`src/ipbm_map.svh`:
```
// Register indices, field positions, reset values and counts of the port monitor
`ifndef IPBM_MAP_SVH
`define IPBM_MAP_SVH
// Register indices; byte address is four times the index
`define IPBM_IDX_PP_CFG   11'h100
`define IPBM_IDX_PP_ERR   11'h102
`define IPBM_IDX_DP_CFG   11'h200
`define IPBM_IDX_DP_ERR   11'h202
`define IPBM_IDX_TIMEOUT_CONTROL_REG     11'h400
`define IPBM_IDX_ICR      11'h401
`define IPBM_IDX_IRQ_ST   11'h402
`define IPBM_IDX_IRQ_MSK  11'h403
// Field positions
`define IPBM_B_ERR_EN     15
`define IPBM_B_ACC_ERR    15
`define IPBM_B_PTO        12
`define IPBM_B_WR_ERR     4
`define IPBM_B_RD_ERR     3
`define IPBM_B_WPE        7
`define IPBM_B_EMTO       12
`define IPBM_B_PTO_EN     0
`define IPBM_B_EMTO_EN    1
`define IPBM_B_PP_IREQ    0
`define IPBM_B_DP_IREQ    1
// Interrupt status bits
`define IPBM_I_ACC        0
`define IPBM_I_PTO        1
`define IPBM_I_IDLE       2
`define IPBM_I_EMTO       3
// Covered peripheral address ranges
`define IPBM_R0_LO        16'h0000
`define IPBM_R0_HI        16'h03FF
`define IPBM_R1_LO        16'h1400
`define IPBM_R1_HI        16'h17FF
`define IPBM_R2_LO        16'h2000
`define IPBM_R2_HI        16'h23FF
// Reset values and counts
`define IPBM_RST_ERR_EN   1'b1
`define IPBM_PP_TO_CYC    512
`define IPBM_EM_TO_CYC    1024
`define IPBM_RESP_OKAY    2'h0
`define IPBM_RESP_SLVERR  2'h2
`endif

```
`src/ipbm_pkg.sv`:
```
// Types shared by the port monitor
`default_nettype none
package ipbm_pkg;
	typedef enum logic [1:0] {
		PP_RDY   = 2'b00,
		PP_WAIT  = 2'b01,
		PP_HANG  = 2'b10,
		PP_SLEEP = 2'b11
	} ipbm_pp_state_type;
endpackage
`default_nettype wire

```
`src/ipbm_top.sv`:
```
// Peripheral port and memory data port monitor with AXI4-Lite registers
`timescale 1ns/1ps
`default_nettype none
`include "ipbm_map.svh"
// Notes on behaviour
// - Invalid accesses raise a bus error only inside the three covered address ranges
// - Error enable bit 15 resets to one; cleared, covered invalid access hangs the port
// - Covered invalid access sets access error flag bit 15
// - Failing covered write sets write error flag bit 4
// - Failing covered read sets read error flag bit 3
// - Data returned with a bus error is undefined; requester discards it
// - No peripheral response within 512 cycles sets time-out flag bit 12
// - Peripheral time-out works only while its enable bit is set
// - Idle request plus idle instruction idles the port; no requests, no checks
// - Idling the peripheral port with neither domain idle raises a bus error
// - Two posting entries; with posting enabled and the port awake, writer stalls only when both are full
// - Posting only with posting enable set; otherwise one entry holds a single write
// - Enabled external memory time-out sets flag bit 12
// - Idle data port takes no memory requests
// - Idling the data port with neither domain idle raises a bus error
module ipbm_top #(
	parameter int PP_TO_CYC = `IPBM_PP_TO_CYC,
	parameter int EM_TO_CYC = `IPBM_EM_TO_CYC,
	parameter int AW        = 24,
	parameter int DW        = 32
) (
	input  wire logic          aclk,
	input  wire logic          aresetn,
	input  wire logic          awvalid,
	output logic               awready,
	input  wire logic [31:0]   awaddr,
	input  wire logic          wvalid,
	output logic               wready,
	input  wire logic [31:0]   wdata,
	input  wire logic [3:0]    wstrb,
	output logic               bvalid,
	input  wire logic          bready,
	output logic [1:0]         bresp,
	input  wire logic          arvalid,
	output logic               arready,
	input  wire logic [31:0]   araddr,
	output logic               rvalid,
	input  wire logic          rready,
	output logic [31:0]        rdata,
	output logic [1:0]         rresp,
	input  wire logic          pp_req_valid,
	output logic               pp_req_ready,
	input  wire logic [15:0]   pp_req_addr,
	input  wire logic          pp_req_write,
	input  wire logic          pp_req_invalid,
	input  wire logic          pp_resp,
	output logic               pp_done,
	output logic               pp_err,
	input  wire logic          idle_insn,
	input  wire logic          cpu_idle,
	input  wire logic          master_idle,
	input  wire logic          wake,
	output logic               pp_idle,
	output logic               dp_idle,
	output logic               idle_bus_err,
	input  wire logic          dp_wr_valid,
	output logic               dp_wr_ready,
	input  wire logic [AW-1:0] dp_wr_addr,
	input  wire logic [DW-1:0] dp_wr_data,
	output logic               em_wr_valid,
	input  wire logic          em_wr_ready,
	output logic [AW-1:0]      em_wr_addr,
	output logic [DW-1:0]      em_wr_data,
	output logic               irq
);
	localparam int PTW = $clog2(PP_TO_CYC);
	localparam int ETW = $clog2(EM_TO_CYC);
	localparam logic [PTW-1:0] PP_LAST = PTW'(PP_TO_CYC - 1);
	localparam logic [ETW-1:0] EM_LAST = ETW'(EM_TO_CYC - 1);

	typedef struct packed {
		ipbm_pkg::ipbm_pp_state_type pp_st;
		logic [PTW-1:0]         pp_cnt;
		logic                   pp_rdy;
		logic                   pp_done;
		logic                   pp_err;
		logic                   err_en;
		logic                   pto_en;
		logic                   emto_en;
		logic                   pp_ireq;
		logic                   dp_ireq;
		logic                   write_posting_en;
		logic                   f_acc;
		logic                   f_wr;
		logic                   f_rd;
		logic                   f_pto;
		logic                   f_emto;
		logic                   dp_sleep;
		logic                   idle_err;
		logic [1:0][AW-1:0]     fa;
		logic [1:0][DW-1:0]     fd;
		logic                   rp;
		logic [1:0]             cnt;
		logic                   dp_rdy;
		logic                   em_v;
		logic [AW-1:0]          em_a;
		logic [DW-1:0]          em_d;
		logic [ETW-1:0]         em_cnt;
		logic [3:0]             irq_st;
		logic [3:0]             irq_msk;
		logic                   irq;
		logic                   awh;
		logic                   wh;
		logic [31:0]            awa;
		logic [31:0]            wd;
		logic [3:0]             ws;
		logic                   awrdy;
		logic                   wrdy;
		logic                   bv;
		logic [1:0]             br;
		logic                   arrdy;
		logic                   rv;
		logic [31:0]            rd;
		logic [1:0]             rr;
	} ipbm_state_type;

	ipbm_state_type c_q;
	ipbm_state_type n_d;

	// Address falls in one of the covered peripheral windows
	function automatic logic in_rng(input logic [15:0] a);
		in_rng = (a >= `IPBM_R0_LO && a <= `IPBM_R0_HI) ||
			(a >= `IPBM_R1_LO && a <= `IPBM_R1_HI) ||
			(a >= `IPBM_R2_LO && a <= `IPBM_R2_HI);
	endfunction

	// Byte address to register index; misaligned or high addresses never match
	function automatic logic [11:0] reg_idx(input logic [31:0] a);
		reg_idx = {(a[31:13] != 19'h0_0000) || (a[1:0] != 2'h0), a[12:2]};
	endfunction

	logic        pp_take;
	logic        pp_bad;
	logic        push;
	logic        pop;
	logic        idle_go;
	logic [3:0]  ev;
	logic [11:0] ix;
	logic [15:0] rv16;
	logic        rok;

	// Read mux, registers, byte lanes and all port behaviour
	always_comb
	begin
		n_d = c_q;
		n_d.pp_done = 1'b0;
		n_d.pp_err = 1'b0;
		n_d.idle_err = 1'b0;
		ev = 4'h0;
		rv16 = 16'h0000;
		rok = 1'b1;
		ix = 12'h000;
		idle_go = idle_insn && !cpu_idle && !master_idle;

		// Write channel: address and data may arrive in either order
		if (awvalid && c_q.awrdy)
		begin
			n_d.awh = 1'b1;
			n_d.awa = awaddr;
		end
		if (wvalid && c_q.wrdy)
		begin
			n_d.wh = 1'b1;
			n_d.wd = wdata;
			n_d.ws = wstrb;
		end
		if (c_q.bv && bready)
			n_d.bv = 1'b0;
		if (n_d.awh && n_d.wh && !c_q.bv)
		begin
			ix = reg_idx(n_d.awa);
			n_d.bv = 1'b1;
			n_d.br = `IPBM_RESP_OKAY;
			n_d.awh = 1'b0;
			n_d.wh = 1'b0;
			// Status registers ignore writes: error flags are reset-only, interrupt status clears on read
			case (ix)
				{1'b0, `IPBM_IDX_PP_CFG}:
					if (n_d.ws[1])
						n_d.err_en = n_d.wd[`IPBM_B_ERR_EN];
				{1'b0, `IPBM_IDX_DP_CFG}:
					if (n_d.ws[0])
						n_d.write_posting_en = n_d.wd[`IPBM_B_WPE];
				{1'b0, `IPBM_IDX_TIMEOUT_CONTROL_REG}:
					if (n_d.ws[0])
					begin
						n_d.pto_en = n_d.wd[`IPBM_B_PTO_EN];
						n_d.emto_en = n_d.wd[`IPBM_B_EMTO_EN];
					end
				{1'b0, `IPBM_IDX_ICR}:
					if (n_d.ws[0])
					begin
						n_d.pp_ireq = n_d.wd[`IPBM_B_PP_IREQ];
						n_d.dp_ireq = n_d.wd[`IPBM_B_DP_IREQ];
					end
				{1'b0, `IPBM_IDX_IRQ_MSK}:
					if (n_d.ws[0])
						n_d.irq_msk = n_d.wd[3:0];
				{1'b0, `IPBM_IDX_PP_ERR},
				{1'b0, `IPBM_IDX_DP_ERR},
				{1'b0, `IPBM_IDX_IRQ_ST}:
					n_d.br = `IPBM_RESP_OKAY;
				default:
					n_d.br = `IPBM_RESP_SLVERR;
			endcase
		end

		// Read channel; status is sampled before this cycle's events
		if (c_q.rv && rready)
			n_d.rv = 1'b0;
		if (arvalid && c_q.arrdy)
		begin
			case (reg_idx(araddr))
				{1'b0, `IPBM_IDX_PP_CFG}:
					rv16[`IPBM_B_ERR_EN] = c_q.err_en;
				{1'b0, `IPBM_IDX_PP_ERR}:
				begin
					rv16[`IPBM_B_ACC_ERR] = c_q.f_acc;
					rv16[`IPBM_B_PTO] = c_q.f_pto;
					rv16[`IPBM_B_WR_ERR] = c_q.f_wr;
					rv16[`IPBM_B_RD_ERR] = c_q.f_rd;
				end
				{1'b0, `IPBM_IDX_DP_CFG}:
					rv16[`IPBM_B_WPE] = c_q.write_posting_en;
				{1'b0, `IPBM_IDX_DP_ERR}:
					rv16[`IPBM_B_EMTO] = c_q.f_emto;
				{1'b0, `IPBM_IDX_TIMEOUT_CONTROL_REG}:
				begin
					rv16[`IPBM_B_PTO_EN] = c_q.pto_en;
					rv16[`IPBM_B_EMTO_EN] = c_q.emto_en;
				end
				{1'b0, `IPBM_IDX_ICR}:
				begin
					rv16[`IPBM_B_PP_IREQ] = c_q.pp_ireq;
					rv16[`IPBM_B_DP_IREQ] = c_q.dp_ireq;
				end
				{1'b0, `IPBM_IDX_IRQ_ST}:
				begin
					rv16[3:0] = c_q.irq_st;
					n_d.irq_st = 4'h0;
				end
				{1'b0, `IPBM_IDX_IRQ_MSK}:
					rv16[3:0] = c_q.irq_msk;
				default:
					rok = 1'b0;
			endcase
			n_d.rv = 1'b1;
			n_d.rd = {16'h0000, rv16};
			n_d.rr = rok ? `IPBM_RESP_OKAY : `IPBM_RESP_SLVERR;
		end

		// Peripheral port sequencer
		pp_take = pp_req_valid && c_q.pp_rdy;
		pp_bad = pp_req_invalid && in_rng(pp_req_addr);
		case (c_q.pp_st)
			ipbm_pkg::PP_RDY:
				if (pp_take && pp_bad && c_q.err_en)
				begin
					// Answer at once with error; returned data must be discarded
					n_d.pp_done = 1'b1;
					n_d.pp_err = 1'b1;
					n_d.f_acc = 1'b1;
					n_d.f_wr = c_q.f_wr | pp_req_write;
					n_d.f_rd = c_q.f_rd | !pp_req_write;
					ev[`IPBM_I_ACC] = 1'b1;
				end
				else if (pp_take && pp_bad)
					n_d.pp_st = ipbm_pkg::PP_HANG;
				else if (pp_take)
				begin
					n_d.pp_st = ipbm_pkg::PP_WAIT;
					n_d.pp_cnt = '0;
				end
				else if (idle_insn && c_q.pp_ireq)
				begin
					n_d.pp_st = ipbm_pkg::PP_SLEEP;
					n_d.idle_err = idle_go;
				end
			ipbm_pkg::PP_WAIT:
				if (pp_resp)
				begin
					n_d.pp_st = ipbm_pkg::PP_RDY;
					n_d.pp_done = 1'b1;
				end
				else if (c_q.pto_en && c_q.pp_cnt == PP_LAST)
				begin
					n_d.pp_st = ipbm_pkg::PP_RDY;
					n_d.pp_done = 1'b1;
					n_d.pp_err = 1'b1;
					n_d.f_pto = 1'b1;
					ev[`IPBM_I_PTO] = 1'b1;
				end
				else if (c_q.pto_en)
					n_d.pp_cnt = c_q.pp_cnt + PTW'(1);
			ipbm_pkg::PP_HANG:
				n_d.pp_st = ipbm_pkg::PP_HANG;
			ipbm_pkg::PP_SLEEP:
				if (wake)
					n_d.pp_st = ipbm_pkg::PP_RDY;
			default:
				n_d.pp_st = ipbm_pkg::PP_RDY;
		endcase
		// Hung and sleeping port refuse everything; only reset leaves the hang
		n_d.pp_rdy = (n_d.pp_st == ipbm_pkg::PP_RDY);

		// Data port idle entry and wake
		if (c_q.dp_sleep && wake)
			n_d.dp_sleep = 1'b0;
		else if (!c_q.dp_sleep && idle_insn && c_q.dp_ireq)
		begin
			n_d.dp_sleep = 1'b1;
			n_d.idle_err = n_d.idle_err | idle_go;
		end
		ev[`IPBM_I_IDLE] = n_d.idle_err;

		// Posting entries: push at write slot, pop at head
		push = dp_wr_valid && c_q.dp_rdy;
		pop = c_q.em_v && em_wr_ready;
		if (push)
		begin
			n_d.fa[c_q.rp ^ c_q.cnt[0]] = dp_wr_addr;
			n_d.fd[c_q.rp ^ c_q.cnt[0]] = dp_wr_data;
		end
		if (pop)
			n_d.rp = !c_q.rp;
		n_d.cnt = 2'(c_q.cnt + {1'b0, push} - {1'b0, pop});
		n_d.em_v = (n_d.cnt != 2'h0);
		n_d.em_a = n_d.fa[n_d.rp];
		n_d.em_d = n_d.fd[n_d.rp];
		// Without posting one entry holds the write until the memory side takes it
		n_d.dp_rdy = !n_d.dp_sleep && (n_d.cnt < (n_d.write_posting_en ? 2'h2 : 2'h1));

		// External memory time-out on a stalled transfer
		if (pop || !c_q.em_v)
			n_d.em_cnt = '0;
		else if (c_q.em_cnt != EM_LAST)
			n_d.em_cnt = c_q.em_cnt + ETW'(1);
		else if (c_q.emto_en && !c_q.f_emto)
		begin
			n_d.f_emto = 1'b1;
			ev[`IPBM_I_EMTO] = 1'b1;
		end

		// Sticky interrupt status: a new event wins over the read clear
		n_d.irq_st = n_d.irq_st | ev;
		n_d.irq = |(n_d.irq_st & n_d.irq_msk);
		n_d.awrdy = !n_d.awh && !n_d.bv;
		n_d.wrdy = !n_d.wh && !n_d.bv;
		n_d.arrdy = !n_d.rv;
	end

	// State register; all ready outputs start high after reset
	always_ff @(posedge aclk)
	begin
		if (!aresetn)
		begin
			c_q <= '0;
			c_q.pp_st <= ipbm_pkg::PP_RDY;
			c_q.err_en <= `IPBM_RST_ERR_EN;
			c_q.pp_rdy <= 1'b1;
			c_q.dp_rdy <= 1'b1;
			c_q.awrdy <= 1'b1;
			c_q.wrdy <= 1'b1;
			c_q.arrdy <= 1'b1;
		end
		else
			c_q <= n_d;
	end

	// Outputs come straight from the state register
	assign awready      = c_q.awrdy;
	assign wready       = c_q.wrdy;
	assign bvalid       = c_q.bv;
	assign bresp        = c_q.br;
	assign arready      = c_q.arrdy;
	assign rvalid       = c_q.rv;
	assign rdata        = c_q.rd;
	assign rresp        = c_q.rr;
	assign pp_req_ready = c_q.pp_rdy;
	assign pp_done      = c_q.pp_done;
	assign pp_err       = c_q.pp_err;
	assign pp_idle      = (c_q.pp_st == ipbm_pkg::PP_SLEEP);
	assign dp_idle      = c_q.dp_sleep;
	assign idle_bus_err = c_q.idle_err;
	assign dp_wr_ready  = c_q.dp_rdy;
	assign em_wr_valid  = c_q.em_v;
	assign em_wr_addr   = c_q.em_a;
	assign em_wr_data   = c_q.em_d;
	assign irq          = c_q.irq;
endmodule
`default_nettype wire

```
`config.mk`:
```
export PLATFORM = sky130hd
export DESIGN_NAME = ipbm_top
export DESIGN_NICKNAME = d
export VERILOG_FILES = /design/src/ipbm_pkg.sv /design/src/ipbm_top.sv
export VERILOG_INCLUDE_DIRS = /design/src /design/src/src
export SDC_FILE = /design/constraint.sdc
export NUM_CORES = 1
export LEC_CHECK = 0
export BUFFER_PORTS_ARGS = -buffer_cell sky130_fd_sc_hd__buf_4
export CAP_MARGIN = 10
export CORE_UTILIZATION = 53
export CTS_CLUSTER_DIAMETER = 30
export DETAILED_ROUTE_END_ITERATION = 6
export PLACE_DENSITY = 0.92
export SLEW_MARGIN = 30
export SYNTH_ARGS = -nofsm -noshare
export SYNTH_HDL_FRONTEND = slang
export SYNTH_SLANG_ARGS = --single-unit
```
`constraint.sdc`:
```
create_clock -name aclk -period 2.37 [get_ports aclk]
set_input_delay 0.1185 -clock aclk [delete_from_list [all_inputs] [get_ports aclk]]
set_output_delay 0.1185 -clock aclk [all_outputs]
set_load 0.01 [all_outputs]
```
==> results.md, run 1 <==
* Outcome: finished with violations
* Violated checks: setup timing
* Async SR Flop Fraction at 0
* Fmax at 0.409 GHz
* Clk network pwr share at 0.386
* Root Driver: clkbuf_16
* Dpl ws at 0.0428 ns
* Gr usage total at 0.306
* CTS Buf Count at 46
* Post-route clock period utilization at 1.03
* Reg2reg end: dp_wr_ready
* Worst skew pair latency at 0.54 ns
* Die Area at 0.0214 mm^2
* Share of layout cells above drive strength 1 at 0.247
* Height of the chip at 146 um
* Initial antenna violation count at 2
* Port Buffer Count at 230
* Starting density of the core at 0.544
* Tot Pwr at 0.0172 W
* CTS tree: done
* WL final at 33,600 um
* Vias per inst at 5.59
* Largest net degree at the start of global routing at 72
* Slew Viols, Final at 0
* Power Density at 1120 mW/mm^2
* Design area at 0.0153 mm^2
* Number of synthesized flops with an enable pin at 0
* Seq pwr share at 0.348
* Int Pwr at 0.0117 W
* Relative slew slack at 0.529
* HPWL after DPL at 18,000 um
* Core area at 0.0203 mm^2
* Worst-path clk slew at 0.06 ns
* H-Tree Depth at 2
* WL/cell at 18.1 um
* Die W at 146 um
* Worst path arrival time at 2.85 ns
* DR vias at 10,374
* Global placer's final weighted congestion at 0.895
* Yosys reg bits at 276
* Synth Flop Type: dfxtp_1
* Number of global-route vias before repair at 10,927
* First-pass GRT wire length at 53,000 um
* Worst Setup SP: c_q[92]
* Metal2 WL at 17,400 um
* Crit start category: flip-flop
* Highest Signal Layer: met4
* Max-Cap Viols at 0
* Crit Path Max Fanout at 2
* Minimum clock period at 2.44 ns
* Avg Cell Area, Syn at 8.76 um^2
* Sw frac at 0.320
* Worst reg2reg setup slack at -0.07 ns
* Worst slew pin tran at 0.706 ns
* VDD IR-drop max at 749 uV
* Drt drc at 0
* Comb pwr share at 0.266
* Mapped Area at 0.0110 mm^2
* DRT Pass-1 Iters at 5
* Clock sink count at 276
* Yosys Warn Count at 0
* Final setup fails at 1
* CP endpoint: dp_wr_ready
* Synth cell count leaders: dfxtp_1 (276), nand2_1 (197), nor2_1 (167), a21oi_1 (160), buf_4 (94)
* Yosys cell types at 67
* Area grow syn2layout at 38.9%
* Final nets at 1,742
* Crit. End Element: flip-flop
* WP data required at 2.78 ns
* Cells after DPL at 1,659
* Final hold slack at 0.0267 ns
* Final cell count without fillers at 1,856
* DP Area at 0.0126 mm^2
* M1 WL at 12,100 um
* Final ANT Viol Nets at 0
* Share of the synthesized area in the top cell type at 0.500
* P_leak at 6.38 nW
* Post-Syn Instances at 1,260
* Worst setup path class: flip-flop to flip-flop
* Sw Pwr at 0.00552 W
* Grt ovf at 0
* Hold path start: wdata[0]
* RSZ-0062 raised after global routing: true
* Met3 routed WL at 2130 um
* Top-count cell post-synth: dfxtp_1
* Detailed Route Iter0 Violations at 750
* FF-to-FF Start: c_q[92]
* R2R depth at 9
* Final hold viol count at 0
* Final worst slack at -0.0724 ns
* Rows at 52
* I/O pin count at 295
* Seq/Total Area, Yosys at 0.500
* Worst min-delay path category: input pin to flip-flop
* Clock Skews at 0.0265 ns
* Dominant cells by area after synthesis: dfxtp_1 (50%), a21oi_1 (7.3%), nand2_1 (6.7%), mux2i_1 (6.5%), buf_4 (6.4%)
* Yosys top cell by area: dfxtp_1
* Maximum clock path buffer count at 3
-- layout make-up --
cell class	instances	area, um^2
multi-input combinational	839	4710
antenna	2	5.00
fill	1214	4960
sequential	276	5530
clock buffer	54	1230
tap	270	338
clock inverter	31	335
inverter	13	51.3
timing repair buffer	371	3140
-- metrics by stage --
step	util	setup TNS, ns
global placement	0.621	0
finish	0.756	-0.0724
CTS	0.751	0
global route	0.756	-0.584
detailed placement	0.621	0
floorplan	-	0
-- critical path, cell delays in order (launching register included) --
cell and delay (ns):
dfxtp_1 0.33, nor4_2 0.37, nand4_1 0.16, a222oi_1 0.39
buf_4 0.20, nand4_4 0.07, mux2i_2 0.18, ha_2 0.32
nor3_1 0.04, a211o_1 0.27
-- layout by cell type, fill, tap and decap left out, types with 4 or more instances in the layout --
cell           count
a21oi_1          159
a31oi_1            4
and2_1            17
buf_12             7
buf_4            256
clkbuf_16         46
clkbuf_8           5
clkinv_4           6
clkinvlp_4         4
conb_1            26
dfxtp_1          274
dlygate4sd3_1    108
ha_1               5
inv_1             12
inv_6             13
mux2_2            10
mux2i_1           71
nand2_1          196
nand3_1           20
nand3b_1           6
nand4_1           14
nor2_1           166
nor2b_1            5
nor3_1            24
nor4_1            15
nor4_2             6
o21ai_0            6
xnor2_1           11
-- power groups by stage --
stage	Combinational, W	Sequential (W)	Clock (W)
after floorplan	0.00308	0.00593	0
after CTS	0.00441	0.00597	0.00665
after detailed placement	0.00420	0.00605	0
final	0.00459	0.00601	0.00665
after global placement	0.00409	0.00601	0
after global routing	0.00495	0.00608	0.00692
-- logic make-up after synthesis --
group                    share of synthesized area
flip-flops                                   0.500
multiplexers                                0.0767
XOR/XNOR                                    0.0119
buffers and inverters                       0.0912
AO/OA/AOI/OAI                                0.107
adder cells (fa/ha/maj)                    0.00680
other                                     0.000340
AND/OR/NAND/NOR                              0.206
-- registers in the layout, indices dropped and copies added (netlist names), 8 cells and up --
name and count:
c_q 197, em_wr_addr 24, em_wr_data 32, rdata 8
-- metal layers --
layer	vias up	GRT usage
met2	542	0.562
met5	-	0
li1	4732	-
met3	170	0.0681
met4	0	0.198
met1	4930	0.313
-- how the worst min path moves through the flow --
stage | slack [ns] | end | cells after the start
2_1_floorplan | 0.20 | idle_bus_err | 1
3_3_place_gp | 0.33 | idle_bus_err | 2
3_5_place_dp | 0.33 | idle_bus_err | 2
4_1_cts | 0.02 | c_q[45] | 3
5_1_grt | 0.04 | pp_done | 4
6_report | 0.03 | c_q[45] | 3
-- what timing repair did --
action,CTS,global route
hold buffers,108,0
hold endpoints to repair,225,0
setup buffers,0,2
resized for setup,0,16
setup endpoints to repair,0,9
(Power assumes the default switching activity.)
==> run 2: changes to the inputs <==
Settings changed: CORE_UTILIZATION 53 to 54, CTS_BUF_LIST set to sky130_fd_sc_hd__clkbuf_8, PLACE_DENSITY 0.92 to 0.94.
==> run 2 against run 1 <==
Against the previous run:
- the flow finishes with violations (DRC, setup timing)
- critical path type unchanged
- clock skew up 0.0091 ns
- sequential share of layout area up 1.2 points
- first-iteration DRC count up 24%
- largest power group is now sequential cells
- global-route usage up 1.8 points
- largest cell class unchanged
- critical endpoint unchanged
- combinational power about the same
- clock power down 27%
- highest routed layer unchanged
- fmax up 0.84%
- hold slack better by 0.0048 ns
==> results.md, run 2 (same netlist as run 1, synthesis figures left out) <==
* Outcome: finished with violations
* Violated checks: DRC, setup timing
* Worst reg2reg setup slack at -0.05 ns
* Crit start category: flip-flop
* Cells after DPL at 1,652
* P_leak at 6.22 nW
* Reg2reg end: dp_wr_ready
* Fmax at 0.413 GHz
* Final setup fails at 1
* I/O pin count at 295
* Tot Pwr at 0.0155 W
* Minimum clock period at 2.42 ns
* Worst slew pin tran at 0.691 ns
* Max FFs per register at 197
* Commonest cells after routing, fill and taps aside: dfxtp_1 (275), buf_4 (258), nand2_1 (196)
* Worst setup path class: flip-flop to flip-flop
* Fill count at 1,227
* CTS Buf Count at 49
* Clock Skews at 0.0356 ns
* Final nets at 1,746
* Starting density of the core at 0.558
* Max-Cap Viols at 0
* Final hold viol count at 0
* Hold EP: c_q[46]
* Initial antenna violation count at 4
* Grt ovf at 0
* Gr usage total at 0.325
* Worst min-delay path category: input pin to flip-flop
* WP data required at 2.79 ns
* RSZ-0062 raised after global routing: true
* Util after Layout at 0.749
* Setup tns final at -0.0520 ns
* Root Driver: clkbuf_8
* Core area at 0.0198 mm^2
* H-Tree Depth at 2
* Clock sink count at 276
* Height of the chip at 145 um
* WL/cell at 18.5 um
* Slew Viols, Final at 0
* Rows at 51
* Final cell count without fillers at 1,860
* Hold path start: wdata[1]
* CTS tree: done
* Share of layout cells above drive strength 1 at 0.240
* Drt drc at 6
* R2R depth at 9
* Maximum clock path buffer count at 3
* Die Area at 0.0210 mm^2
* Commonest non-fill, non-tap cell in the layout: dfxtp_1
* Relative slew slack at 0.539
* Worst-path clk slew at 0.06 ns
* WL final at 34,400 um
* Crit Path Max Fanout at 9
* Most flop-heavy register: c_q
* Detailed Route Iter0 Violations at 928
* Hold Path Cell Cnt at 3
* Power Density at 1050 mW/mm^2
* Largest net degree at the start of global routing at 57
* Die W at 145 um
* DRT Pass-1 Iters at 7
* DR vias at 10,537
* Vias per inst at 5.67
* Area grow syn2layout at 34.2%
* Worst path arrival time at 2.84 ns
* Number of global-route vias before repair at 10,728
* VDD IR-drop max at 696 uV
* Global placer's final weighted congestion at 0.902
* FF-to-FF Start: awready
* Dpl ws at 0.0395 ns
* Final ANT Viol Nets at 0
* Crit. End Element: flip-flop
* Port Buffer Count at 230
* HPWL after DPL at 18,300 um
* Post-route clock period utilization at 1.02
* Final worst slack at -0.0520 ns
* Worst skew pair latency at 0.57 ns
* First-pass GRT wire length at 54,600 um
## run 2: cell count changes in the layout (fill, tap and decap cells not counted), sizes merged
cell	before	now
clkbuf	54	62
clkinvlp	4	1
diode	2	5
dlygate4sd3	108	110
inv	28	26
buf	263	262
bufinv	3	4
clkinv	9	10
## run 2: worst max-delay path: stages (launching register included)
cell     delay (ns)
dfxtp_2        0.35
nand2_2        0.17
buf_4          0.19
mux2i_1        0.40
and2_1         0.23
nand4_2        0.14
mux2i_2        0.26
ha_1           0.21
nor3_1         0.06
a211o_1        0.30
## run 2: power by group
group / internal (W) / switching [W] / leakage (nW)
sequential: 0.00561 / 0.000443 / 2.26
combinational: 0.00193 / 0.00264 / 3.36
clock: 0.00282 / 0.00205 / 0.611
total: 0.0104 / 0.00513 / 6.22
## run 2: worst max-delay path by stage
stage / startpoint / to / slack [ns] / cells past startpoint
6_report: awready / dp_wr_ready / -0.05 / 9
5_1_grt: awaddr[13] / dp_wr_ready / -0.28 / 11
4_1_cts: awready / dp_wr_ready / 0.003 / 9
3_5_place_dp: awready / dp_wr_ready / 0.04 / 9
3_3_place_gp: c_q[90] / dp_wr_ready / 0.11 / 9
2_1_floorplan: awready / dp_wr_ready / 0.21 / 9
## run 2: stage by stage
step	hold slack [ns]	instance area, um^2
after CTS	0.0114	14800
after global placement	0.325	12500
after global routing	0.0302	14800
final	0.0315	14800
after floorplan	0.205	11100
after detailed placement	0.321	12500
## run 2: final cells by class
| cell class | count | area, um^2 | area share |
|---|---|---|---|
| Timing Repair Buffer | 372 | 3120 | 0.210 |
| Antenna cell | 5 | 12.5 | 0.000844 |
| Multi-Input combinational cell | 839 | 4680 | 0.316 |
| Clock buffer | 62 | 853 | 0.0576 |
| Clock inverter | 28 | 246 | 0.0166 |
| Inverter | 13 | 51.3 | 0.00346 |
| Sequential cell | 276 | 5530 | 0.373 |
| Tap cell | 265 | 332 | 0.0224 |
## run 2: layer usage
layer / wire length (um) / share of wire / global-route usage / vias up
met5: 0 / 0 / 0 / -
met4: 2370 / 0.069 / 0.226 / 0
met3: 2640 / 0.077 / 0.0827 / 211
met2: 17500 / 0.51 / 0.571 / 678
met1: 11900 / 0.34 / 0.338 / 4911
li1: - / - / - / 4737
## run 2: repair_timing
| item | CTS | global route |
|---|---|---|
| resized for setup | 1 | 8 |
| endpoints found under the hold margin | 238 | 0 |
| pin swaps | 0 | 0 |
| setup buffers | 0 | 3 |
| hold buffers | 110 | 0 |
| endpoints found under the setup margin | 1 | 2 |
==> run 3: changes to the inputs <==
Settings changed: RECOVER_POWER set to 100.
==> run 3 against run 2 <==
Against the previous run:
- hold slack better by 0.0080 ns
- register-to-register slack better by 0.03 ns
- non-clock buffer count stayed put
- fmax is 0.90% higher
- the run ends with setup timing left
- sequential share of layout area is 0.81 points higher
- critical path type is now input pin to flip-flop
==> results.md, run 3 (same netlist as run 1, synthesis figures left out) <==
* Drt drc at 0
* Final nets at 1,746
* RSZ-0062 raised after global routing: true
* Minimum clock period at 2.40 ns
* Maximum clock path buffer count at 3
* Crit. End Element: flip-flop
* First-pass GRT wire length at 54,600 um
* CTS Buf Count at 49
* Storage cell area at 0.00553 mm^2
* Worst min-delay path category: input pin to flip-flop
* HPWL after DPL at 18,300 um
* DRT Pass-1 Iters at 7
* Design area at 0.0145 mm^2
* Max FFs per register at 197
* Worst skew pair latency at 0.57 ns
* Outcome: finished with violations
* Crit path largest cell delay at 0.56 ns
* Share of layout cells above drive strength 1 at 0.185
* Fill count at 1,339
* WL final at 34,300 um
* VDD IR-drop max at 674 uV
* WP data required at 2.79 ns
* P_leak at 5.89 nW
* Relative slew slack at 0.103
* Rows at 51
* Power Density at 1040 mW/mm^2
* Worst path cell trace: dlygate4sd3_1, buf_4, nor4_1, nand4_1, a222oi_1, buf_4, nand4_2, mux2i_2, ha_1, nor3_1, a211o_1
* I/O pin count at 295
* Worst path arrival time at 2.82 ns
* Vias per inst at 5.65
* Final worst slack at -0.0304 ns
* Most flop-heavy register: c_q
* Worst-path clk slew at 0.06 ns
* Crit path buffers/inverters at 3
* Area grow syn2layout at 31.4%
* WL/cell at 18.4 um
* Die W at 145 um
* Starting density of the core at 0.558
* FF-to-FF Start: awready
* Commonest non-fill, non-tap cell in the layout: dfxtp_1
* Global placer's final weighted congestion at 0.902
* Detailed Route Iter0 Violations at 953
* Slew Viols, Final at 0
* Worst slew pin tran at 1.35 ns
* Final hold slack at 0.0395 ns
* Final setup fails at 1
* H-Tree Depth at 2
* Max-Cap Viols at 0
* Worst Setup SP: awaddr[13]
* DR vias at 10,509
* Crit start category: input pin
* Crit Path Max Fanout at 2
* Slowest CP cell: dlygate4sd3_1
* Core area at 0.0198 mm^2
* Post-route clock period utilization at 1.01
* Height of the chip at 145 um
* Root Driver: clkbuf_8
* DP Area at 0.0125 mm^2
* Hold path start: em_wr_ready
* Dpl ws at 0.0395 ns
* CTS tree: done
* Cell family with most CP delay: buffers and inverters
* Commonest cells after routing, fill and taps aside: dfxtp_1 (275), nand2_1 (196), buf_4 (176)
* Die Area at 0.0210 mm^2
* Clock Skews at 0.0379 ns
* Gr usage total at 0.325
* Setup tns final at -0.0304 ns
* Initial antenna violation count at 4
* Final hold viol count at 0
* Area of the multi-input gates at 0.00468 mm^2
* Clock sink count at 276
* Worst setup path class: input pin to flip-flop
* Util after Layout at 0.733
* Port Buffer Count at 230
* Final ANT Viol Nets at 0
* Fmax at 0.417 GHz
* Number of global-route vias before repair at 10,728
* Grt ovf at 0
* Violated checks: setup timing
* Top cell by count, worst path: buf_4
* Largest net degree at the start of global routing at 57
==> run 3: area by class of cell <==
| class | count | area share |
|---|---|---|
| Tap cell | 265 | 0.0229 |
| Multi-Input combinational cell | 839 | 0.322 |
| Antenna cell | 4 | 0.000690 |
| Sequential cell | 276 | 0.381 |
| Timing Repair Buffer | 372 | 0.194 |
| Clock buffer | 62 | 0.0588 |
| Clock inverter | 28 | 0.0170 |
| Inverter | 13 | 0.00354 |
==> run 3: metrics by stage <==
| step | cells | total power, W |
|---|---|---|
| 3_3_place_gp | 1652 | 0.0100 |
| 4_1_cts | 1852 | 0.0151 |
| 6_report | 1859 | 0.0151 |
| 2_1_floorplan | 1285 | 0.00901 |
| 5_1_grt | 1859 | 0.0158 |
| 3_5_place_dp | 1652 | 0.0102 |
==> run 3: final timing paths <==
path | to | slack [ns] | cells after the start
min | c_q[305] | 0.04 | 4
max | dp_wr_ready | -0.03 | 11
max reg2reg | dp_wr_ready | -0.02 | 9
min reg2reg | c_q[265] | 0.46 | 2
==> run 3: what timing repair did <==
action                                 in CTS  in global routing
gates resized for setup                     1                  8
hold buffers                              110                  0
buffers inserted                            0                  3
pin swaps                                   0                  0
setup endpoints to repair                   1                  2
endpoints found under the hold margin     238                  0
cloned                                      0                  0
==> run 3: tightest hold or removal path: stages <==
cell	delay, ns
buf_4	0.09
or4bb_1	0.12
nor2_1	0.05
o21a_1	0.16
==> run 3: report_power, final <==
part | internal (W) | switching (W) | total, W
combinational | 0.00155 | 0.00264 | 0.00419
clock | 0.00282 | 0.00204 | 0.00486
sequential | 0.00561 | 0.000430 | 0.00604
==> run 3: metal layers <==
layer / share of wire / GRT usage / wire length [um] / vias to the layer above
li1: - / - / - / 4736
met1: 0.34 / 0.338 / 11700 / 4904
met2: 0.51 / 0.571 / 17400 / 648
met5: 0 / 0 / 0 / -
met3: 0.078 / 0.0827 / 2680 / 221
met4: 0.071 / 0.226 / 2440 / 0
